[src/cic_regs.svh]
/*
 Register offsets, field positions, reset values and timing counts
 for the CIC3 decimation filter. Definitions only.
*/
`ifndef CIC_REGS_SVH
`define CIC_REGS_SVH

`define CIC_CTRL_OFS       8'h00
`define CIC_STAT_OFS       8'h04
`define CIC_WORD_OFS       8'h08
`define CIC_CTRL_CLR_BIT   0
`define CIC_STAT_OVF_BIT   0
`define CIC_STAT_LVL_LSB   8
`define CIC_CTRL_RST       1'b0
`define CIC_FIFO_DEPTH     8
`define CIC_REF_CLK_HZ     20000000
`define CIC_SYNC_STAGES    3

`endif

[src/cic_pkg.sv]
/*
 Types shared by the CIC3 decimation filter.
 Assumes cic_regs.svh supplies the numeric constants.
*/
`default_nettype none
package cic_pkg;
   typedef logic [7:0]  cic_addr_t;
   typedef logic [31:0] cic_bus_t;
   typedef enum logic {
      CIC_UNIPOLAR = 1'b0,
      CIC_BIPOLAR  = 1'b1
   } cic_pol_e;
endpackage
`default_nettype wire

[src/cic3_decim.sv]
/*
 CIC3 decimation filter: pin synchronisers, three integrators on the
 modulator bit clock, divider for the decimated clock, three combs, an
 output FIFO and a small register port.
 Assumes the modulator drives its bit clock well below a quarter of
 i_ref_clk and holds the data bit around the rising bit-clock edge.
*/
// Local design decisions: the address-and-strobe port and the register offsets.
`timescale 1ns/1ps
`include "cic_regs.svh"
`default_nettype none

module cic_fifo #(
   parameter int width = 18,
   parameter int depth = 8
) (
   // Clock and reset
   input  wire logic             i_ref_clk,
   input  wire logic             i_rst_n,
   input  wire logic             i_flush,
   // Fill side
   input  wire logic             i_valid,
   output logic                  o_ready,
   input  wire logic [width-1:0] i_data,
   // Drain side
   output logic                  o_valid,
   input  wire logic             i_ready,
   output logic [width-1:0]      o_data,
   output logic [$clog2(depth):0] o_level
);
   localparam int aw = $clog2(depth);
   logic [width-1:0] mem [depth];
   logic [aw-1:0]    wr_ptr;
   logic [aw-1:0]    rd_ptr;
   logic             push;
   logic             pop;

   assign o_ready = (o_level != (aw + 1)'(depth));
   assign o_valid = (o_level != '0);
   assign o_data  = mem[rd_ptr];
   assign push    = i_valid && o_ready;
   assign pop     = o_valid && i_ready;

   always_ff @(posedge i_ref_clk) begin
      if (push) begin
         mem[wr_ptr] <= i_data;
      end
   end

   always_ff @(posedge i_ref_clk or negedge i_rst_n) begin
      if (!i_rst_n) begin
         wr_ptr  <= '0;
         rd_ptr  <= '0;
         o_level <= '0;
      end else if (i_flush) begin
         wr_ptr  <= '0;
         rd_ptr  <= '0;
         o_level <= '0;
      end else begin
         // Pointer wrap relies on a power-of-two depth
         if (push) begin
            wr_ptr <= wr_ptr + 1'b1;
         end
         if (pop) begin
            rd_ptr <= rd_ptr + 1'b1;
         end
         if (push && !pop) begin
            o_level <= o_level + 1'b1;
         end else if (pop && !push) begin
            o_level <= o_level - 1'b1;
         end
      end
   end
endmodule

module cic3_decim
   import cic_pkg::*;
#(
   parameter int       word_width_param    = 18,
   parameter int       dec_factor          = 5,
   parameter cic_pol_e polarity_param      = CIC_UNIPOLAR,
   parameter bit       output_invert_param = 1'b1
) (
   // Clock and reset
   input  wire logic                        i_ref_clk,
   input  wire logic                        i_rst_n,
   // Modulator pins and clear pin
   input  wire logic                        i_mod_clk,
   input  wire logic                        i_mod_data,
   input  wire logic                        i_reg_clr,
   // Filter output
   output logic                             o_dec_clk,
   output logic [word_width_param-1:0]      o_data,
   // Word stream
   output logic                             o_word_valid,
   input  wire logic                        i_word_ready,
   output logic [word_width_param-1:0]      o_word_data,
   output logic                             o_word_ovf,
   // Register port
   input  wire cic_pkg::cic_addr_t          i_addr,
   input  wire cic_pkg::cic_bus_t           i_wdata,
   input  wire logic                        i_wr,
   input  wire logic                        i_rd,
   output cic_pkg::cic_bus_t                o_rdata
);
   import cic_pkg::*;

   // Growth of a third-order CIC is 3*D bits; never narrower than that
   localparam int aw = (word_width_param > 3 * dec_factor + 1) ?
                       word_width_param : 3 * dec_factor + 1;
   localparam int ww = word_width_param;
   localparam int lw = $clog2(`CIC_FIFO_DEPTH) + 1;
   localparam logic [dec_factor-1:0] cnt_last = '1;
   localparam logic [dec_factor-1:0] cnt_half = dec_factor'(1) << (dec_factor - 1);

   logic [`CIC_SYNC_STAGES-1:0] clk_sync;
   logic [`CIC_SYNC_STAGES-1:0] dat_sync;
   logic [`CIC_SYNC_STAGES-1:0] clr_sync;
   logic                        clk_lvl;
   logic                        clr_lvl;
   logic                        soft_clr;
   logic                        clr;
   logic                        bit_rise;
   logic                        dec_tick;
   logic [dec_factor-1:0]       bit_cnt;
   logic [aw-1:0]               in_step;
   logic [aw-1:0]               integ [3];
   logic [aw-1:0]               comb  [3];
   logic [aw-1:0]               delay [3];
   logic [ww-1:0]               next_out;
   logic                        push;
   logic                        fifo_ready;
   logic [lw-1:0]               fifo_level;
   logic                        fifo_valid;
   logic [ww-1:0]               fifo_head;
   logic                        stage_free;

   // Pin inputs: three flops, a change counts once stages 2 and 3 agree
   always_ff @(posedge i_ref_clk or negedge i_rst_n) begin
      if (!i_rst_n) begin
         clk_sync <= '0;
         dat_sync <= '0;
         clr_sync <= '0;
      end else begin
         clk_sync <= {clk_sync[1:0], i_mod_clk};
         dat_sync <= {dat_sync[1:0], i_mod_data};
         clr_sync <= {clr_sync[1:0], i_reg_clr};
      end
   end

   always_ff @(posedge i_ref_clk or negedge i_rst_n) begin
      if (!i_rst_n) begin
         clk_lvl <= 1'b0;
         clr_lvl <= 1'b0;
      end else begin
         if (clk_sync[1] == clk_sync[2]) begin
            clk_lvl <= clk_sync[2];
         end
         if (clr_sync[1] == clr_sync[2]) begin
            clr_lvl <= clr_sync[2];
         end
      end
   end

   assign bit_rise = (clk_sync[1] == clk_sync[2]) && clk_sync[2] && !clk_lvl;
   assign clr      = clr_lvl || soft_clr;
   assign dec_tick = bit_rise && (bit_cnt == cnt_last) && !clr;

   // Bipolar maps the bit to +1/-1, unipolar to 1/0
   always_comb begin
      if (polarity_param == CIC_BIPOLAR) begin
         in_step = dat_sync[2] ? aw'(1) : '1;
      end else begin
         in_step = dat_sync[2] ? aw'(1) : '0;
      end
   end

   // Integrators wrap modulo 2^aw; the combs undo the wrap
   always_ff @(posedge i_ref_clk or negedge i_rst_n) begin
      if (!i_rst_n) begin
         integ <= '{default: '0};
      end else if (clr) begin
         integ <= '{default: '0};
      end else if (bit_rise) begin
         integ[0] <= integ[0] + in_step;
         integ[1] <= integ[1] + integ[0];
         integ[2] <= integ[2] + integ[1];
      end
   end

   // Divider by 2^dec_factor on bit-clock events
   always_ff @(posedge i_ref_clk or negedge i_rst_n) begin
      if (!i_rst_n) begin
         bit_cnt   <= '0;
         o_dec_clk <= 1'b0;
      end else if (clr) begin
         bit_cnt   <= '0;
         o_dec_clk <= 1'b0;
      end else if (bit_rise) begin
         bit_cnt <= bit_cnt + 1'b1;
         if (dec_tick) begin
            o_dec_clk <= 1'b1;
         end else if (bit_cnt == cnt_half - 1'b1) begin
            o_dec_clk <= 1'b0;
         end
      end
   end

   // Combs step on the same tick that raises o_dec_clk
   always_ff @(posedge i_ref_clk or negedge i_rst_n) begin
      if (!i_rst_n) begin
         comb  <= '{default: '0};
         delay <= '{default: '0};
      end else if (clr) begin
         comb  <= '{default: '0};
         delay <= '{default: '0};
      end else if (dec_tick) begin
         comb[0]  <= integ[2] - delay[0];
         delay[0] <= integ[2];
         comb[1]  <= comb[0] - delay[1];
         delay[1] <= comb[0];
         comb[2]  <= comb[1] - delay[2];
         delay[2] <= comb[1];
      end
   end

   // Low ww bits; a narrower word than 3*D+1 wraps at full scale
   always_comb begin
      if (output_invert_param) begin
         next_out = comb[2][ww-1:0];
      end else begin
         next_out = ww'(0) - comb[2][ww-1:0];
      end
   end

   always_ff @(posedge i_ref_clk or negedge i_rst_n) begin
      if (!i_rst_n) begin
         o_data <= '0;
      end else if (clr) begin
         o_data <= '0;
      end else if (dec_tick) begin
         o_data <= next_out;
      end
   end

   assign push = dec_tick;

   // Filter cannot stall, so a full FIFO drops the word and flags it
   cic_fifo #(
      .width (ww),
      .depth (`CIC_FIFO_DEPTH)
   ) u_fifo (
      .i_ref_clk (i_ref_clk),
      .i_rst_n   (i_rst_n),
      .i_flush   (clr),
      .i_valid   (push),
      .o_ready   (fifo_ready),
      .i_data    (next_out),
      .o_valid   (fifo_valid),
      .i_ready   (stage_free),
      .o_data    (fifo_head),
      .o_level   (fifo_level)
   );

   // Output stage refills from the head; a stale copy would repeat words
   assign stage_free = !o_word_valid || i_word_ready;

   always_ff @(posedge i_ref_clk or negedge i_rst_n) begin
      if (!i_rst_n) begin
         o_word_valid <= 1'b0;
         o_word_data  <= '0;
      end else if (clr) begin
         o_word_valid <= 1'b0;
         o_word_data  <= '0;
      end else if (stage_free) begin
         o_word_valid <= fifo_valid;
         if (fifo_valid) begin
            o_word_data <= fifo_head;
         end
      end
   end

   always_ff @(posedge i_ref_clk or negedge i_rst_n) begin
      if (!i_rst_n) begin
         o_word_ovf <= 1'b0;
      end else if (push && !fifo_ready) begin
         o_word_ovf <= 1'b1;
      end else if (clr) begin
         o_word_ovf <= 1'b0;
      end else if (i_wr && i_addr == `CIC_STAT_OFS && i_wdata[`CIC_STAT_OVF_BIT]) begin
         o_word_ovf <= 1'b0;
      end
   end

   // Register port; read data one cycle after the strobe
   always_ff @(posedge i_ref_clk or negedge i_rst_n) begin
      if (!i_rst_n) begin
         soft_clr <= `CIC_CTRL_RST;
      end else if (i_wr && i_addr == `CIC_CTRL_OFS) begin
         soft_clr <= i_wdata[`CIC_CTRL_CLR_BIT];
      end
   end

   always_ff @(posedge i_ref_clk or negedge i_rst_n) begin
      if (!i_rst_n) begin
         o_rdata <= '0;
      end else if (i_rd) begin
         unique case (i_addr)
            `CIC_CTRL_OFS: o_rdata <= {31'h0, soft_clr};
            `CIC_STAT_OFS: o_rdata <= 32'(fifo_level) << `CIC_STAT_LVL_LSB
                                      | {31'h0, o_word_ovf};
            `CIC_WORD_OFS: o_rdata <= 32'(o_data);
            default:       o_rdata <= '0;
         endcase
      end else begin
         o_rdata <= '0;
      end
   end

   logic [dec_factor:0] ev_cnt;
   always_ff @(posedge i_ref_clk or negedge i_rst_n) begin
      if (!i_rst_n) begin
         ev_cnt <= '0;
      end else if (clr || dec_tick) begin
         ev_cnt <= '0;
      end else if (bit_rise) begin
         ev_cnt <= ev_cnt + 1'b1;
      end
   end
endmodule
`default_nettype wire

[config.mk]
export PLATFORM = sky130hd
export DESIGN_NAME = cic3_decim
export DESIGN_NICKNAME = d
export VERILOG_FILES = /design/src/cic_pkg.sv /design/src/cic3_decim.sv
export VERILOG_INCLUDE_DIRS = /design/src
export SDC_FILE = /design/constraint.sdc
export NUM_CORES = 1
export LEC_CHECK = 0
export BUFFER_PORTS_ARGS = -buffer_cell sky130_fd_sc_hd__buf_2
export CORE_AREA = 2 2 173 175
export CTS_CLUSTER_DIAMETER = 200
export DETAILED_ROUTE_END_ITERATION = 12
export DIE_AREA = 0 0 175 177
export PLACE_DENSITY = 0.85
export SLEW_MARGIN = 40
export SYNTH_ARGS = -nofsm -noshare
export SYNTH_HDL_FRONTEND = slang
export SYNTH_HIERARCHICAL = 1
export SYNTH_SLANG_ARGS = --single-unit
[constraint.sdc]
create_clock -name i_ref_clk -period 7.1 [get_ports i_ref_clk]
set_clock_uncertainty 0.05 [all_clocks]
set_input_delay 1.065 -clock i_ref_clk [delete_from_list [all_inputs] [get_ports i_ref_clk]]
set_output_delay 1.065 -clock i_ref_clk [all_outputs]
set_load 0.05 [all_outputs]
==> impl_summary.md <==
Min path
The worst hold-check path type is flip-flop to flip-flop. The worst hold path terminates at clk_sync[1]. The worst hold path begins at clk_sync[0]. The number of cells on the worst hold path is 0.

Setup path
The reg2reg setup slack is 2.99 ns. The setup path with the least slack is of type flip-flop to flip-flop. The highest cell delay on the worst timing path is around 0.53 ns.

The worst endpoint required time is 7.49 ns. STA classifies the critical path endpoint as a flip-flop. The critical path goes through nor2_1, inv_2, buf_6, nor2_1, nand2_2, buf_4, inv_2, nand3_2, ha_1, a21o_1, a2111oi_0, mux2i_1, o311ai_2.

The startpoint of the most critical register-to-register path is soft_clr. The data arrival time of the worst path is 4.50 ns. The maximum fanout along the worst path is 88. The number of cells traversed by the worst register-to-register path is 13. The capturing point of the worst reg2reg path is u_fifo/o_level[3]. The critical path launch point type is a flip-flop.

The critical path starts at soft_clr. For this design, the slowest cell found on the critical path is a2111oi_0.

Logic synthesis
Summing the areas of all fa, ha and maj instances in the mapped netlist gives 6.995% of the synthesized area. Among all flip-flop cells after synthesis, the most frequent one is dfrtp_1. The synthesized design contains 144 enable-type register cells.

In the post-synthesis netlist, the biggest area contributors are dfrtp_1 33%, edfxtp_1 23%, ha_1 6.3%. The number of warnings issued by yosys is 6. The synthesized netlist devotes 4.321% of its cell area to XOR and XNOR gates.

The synthesized-area fraction occupied by ao, oa, aoi and oai cells is 14.77%. The async set-or-reset flop fraction in the synthesized netlist is between 60% and 70%. The register area share after synthesis is 55.59%. The distinct cell type count of the synthesized netlist is 75. After Yosys synthesis, and, or, nand and nor cells account for 9.146% of the synthesized area. The mapped netlist covers 0.01885 sq mm.

The synthesized design spends more area on one cell type than any other, namely dfrtp_1. The mean instance size in the synthesized netlist is 11.86 sq um. Synthesis produced a netlist whose cell count is 1589. The combinational family with the most area after synthesis is compound AO/OA/AOI/OAI gates. The total of flip-flops plus latches after synthesis is 390. The fraction of synthesized area in multiplexers is about 5.8%. The share of the synthesized area in the top cell type is 32.65%.

STA
The number of slew-limit violations in the final report is 0. The worst slew margin relative to its limit is 49.83%. Counting I/O delays and the setup requirement, the final critical path takes a little over 4 ns. The worst hold margin is around 0.30 ns. Setup violations remaining at the end of the flow were counted as 0.

Setup repair after global routing left no endpoint under its margin. The final hold violation count is 0. Static timing analysis puts the maximum clock frequency at 243.4 MHz. The final worst-path cycle share is 57.88%. Once routing completed, OpenROAD measured the worst setup slack at 2.991 ns.

The setup TNS after final layout is 0 ns. At the pin with the least slew margin, the transition time is between 0.7 and 0.8 ns.

Drt
After the first detailed-routing iteration, the DRC count stood at 951. Detailed routing inserted a total of 12780 vias. Using the TritonRoute via totals, the vias-per-cell ratio works out to 6.129. In this run the remaining antenna-violating nets after routing total 0. The number of iterations in the first detailed-routing pass is 5. After detailed routing, the average wire length per cell comes to between 15 and 20 um.

The routed wire length is 40.65 mm. After detailed routing, the number of remaining DRC violations is 0.

Final layout
The relative area change from synthesis to final layout is 12.11%. The register cell area after layout is 0.01049 sq mm. The area of the multi-input gates is 0.007864 sq mm. The post-layout instance area is 0.02114 sq mm.

The number of cells in the finished layout apart from fillers is 2085. The layout cell share with drive strength beyond 1 is 14.16%. The library cells used most frequently in the layout, excluding fill and tap cells, are 243 x dfrtp_1, 187 x nand2_1, 144 x edfxtp_1, 113 x a21oi_1, 95 x ha_1. The utilization of the core after routing is 72.27%. Leaving out fill and tap cells, the most frequent cell in the layout is dfrtp_1. 0 antenna diodes ended up in the layout. The number of filler cells placed in the layout is between 1500 and 2000.

The final net count is 1811.

Power and ir drop
The relative contribution of sequential cells to total power is between 40 and 50%. The proportion of power drawn by the clock network is 40.5%. The total internal power is 4.018 mW.

Net switching is between 20% and 30% of the power. The design draws 5.592 mW. The share of power burned in combinational logic is 14.7%. The analysis attributes to net switching a power of 1.574 mW.

The highest ir drop seen on vdd is 0.1720 mV. The leakage dissipation is 8.859 nW. The total power density per cell area is 264.6 mW/mm^2.

Place
The minimum setup slack after placement is 3.210 ns. The total placed cells including tap cells is 2009. The placed wire-length estimate after detailed placement is around 26 mm. At the end of routability-driven placement, the weighted congestion stood at 0.8319.

The port buffer count is 73. The placed standard-cell area is 0.01969 sq mm.

CTS
The number of sinks handled by clock tree synthesis is 390. The H-tree generated during clock tree synthesis spans 2 levels. TritonCTS built the clock tree. The post-CTS resize count is 0. The CTS buffer count is between 40 and 50. The root buffer selected by CTS is clkbuf_16. The number of post-CTS setup repair buffers is 0.

The clock latency reported for the late side of the worst-skew pair is 0.54 ns. The buffer levels on the longest clock path is 3. The number of buffers inserted by hold repair at cts is 0. After clock tree synthesis, the clock-pin slew on the worst setup and hold paths is 0.06 ns.

Global routing
The via count of the first global-routing pass is around 13000. The total congestion overflow is 0. The global router's overall resource usage is between 20% and 30%. The number of antenna violations at the first check in global routing is 0. Entering global routing, the biggest net connects 110 pins. The first-pass GRT wire length is 66.34 mm.

Outcome
The flow ran to the end, and the final reports show no timing, DRC or antenna violations.

Floorplanning
The standard-cell row count is 63. The I/O pin count is 119. The floorplan step set the die height to around 180 um. For this configuration, the core starts out at a cell density of between 60% and 70%.

The die covers about 0.031 sq mm. The core region is 0.02924 sq mm. In this run the horizontal extent of the chip is 175 um.

Run
The max-cap violation count is 0.
power by group through the flow:
stage	combinational, mW	clock [mW]	sequential (mW)
final	0.821	2.26	2.51
after global routing	0.881	2.38	2.51
after CTS	0.822	2.29	2.51
after detailed placement	0.802	0	2.55
after global placement	0.772	0	2.54
after floorplan	0.488	0	2.67
Yosys cell counts, drive strengths merged (7+ instances only):
| cell | number |
|---|---|
| nand2b | 20 |
| nor3 | 14 |
| a21o | 26 |
| a22o | 80 |
| nand2 | 189 |
| clkbuf | 43 |
| and3 | 10 |
| o31ai | 8 |
| xor2 | 46 |
| nor2b | 11 |
| a211oi | 13 |
| o21bai | 8 |
| dfrtp | 246 |
| mux4 | 36 |
| inv | 72 |
| nand4 | 9 |
| mux2 | 20 |
| edfxtp | 144 |
| nand3 | 22 |
| a21oi | 114 |
| buf | 33 |
| and2 | 17 |
| nor2 | 75 |
| o211ai | 7 |
| o21a | 13 |
| xnor2 | 47 |
| o21ai | 90 |
| ha | 95 |
| a22oi | 7 |
critical path, delay by kind of cell (launching register included):
family | cells | cell delay, ns
muxes | 1 | 0.19
adders and majority gates | 1 | 0.36
buffers and inverters | 4 | 0.99
AOI/OAI and AO/OA | 3 | 0.88
DFF | 1 | 0.41
and+or+nand+nor | 4 | 1.06
registers in the layout, indices dropped and copies added, names as in the netlist, 4 cells and up:
| name | count |
|---|---|
| delay | 54 |
| o_data | 18 |
| comb | 36 |
| u_fifo/o_level | 4 |
| bit_cnt | 5 |
| o_rdata | 18 |
| o_word_data | 18 |
| next_out | 18 |
| integ | 54 |
| u_fifo/mem | 144 |
kinds of logic (layout without fill, tap and decap cells):
| group | Yosys count | after routing |
|---|---|---|
| simple gates | 385 | 385 |
| other cells | 1 | 14 |
| buf+inv | 148 | 241 |
| fa+ha+maj | 102 | 102 |
| compound gates | 408 | 408 |
| flops | 390 | 390 |
| mux | 62 | 62 |
| xor+xnor | 93 | 93 |
area by class of cell:
cell class | instances | area share (%)
clock inverters | 19 | 1.344
multi-input cells | 1064 | 37.21
flip-flops and latches | 390 | 49.62
inverters | 72 | 1.279
clock buffers | 57 | 5.476
repair buffers | 93 | 2.771
well taps | 390 | 2.309
how the worst max path moves through the flow:
stage                                    to  slack (ns)  cells past startpoint
after global placement    u_fifo/mem[4][13]        3.25                      9
after global routing      u_fifo/o_level[3]        2.78                     13
final                     u_fifo/o_level[3]        2.99                     13
after floorplan            u_fifo/mem[0][0]        2.77                     10
after detailed placement  u_fifo/o_level[3]        3.21                     13
after CTS                 u_fifo/o_level[3]        3.09                     13
metal layers:
metal | up-vias | track usage (%) | part of all wire (%)
li1 | 5904 | - | -
met1 | 6401 | 34.16 | 41
met2 | 377 | 46.94 | 52
met3 | 97 | 3.952 | 5.0
met4 | 0 | 9.375 | 2.9
met5 | - | 0 | 0
(Power assumes the default switching activity.)
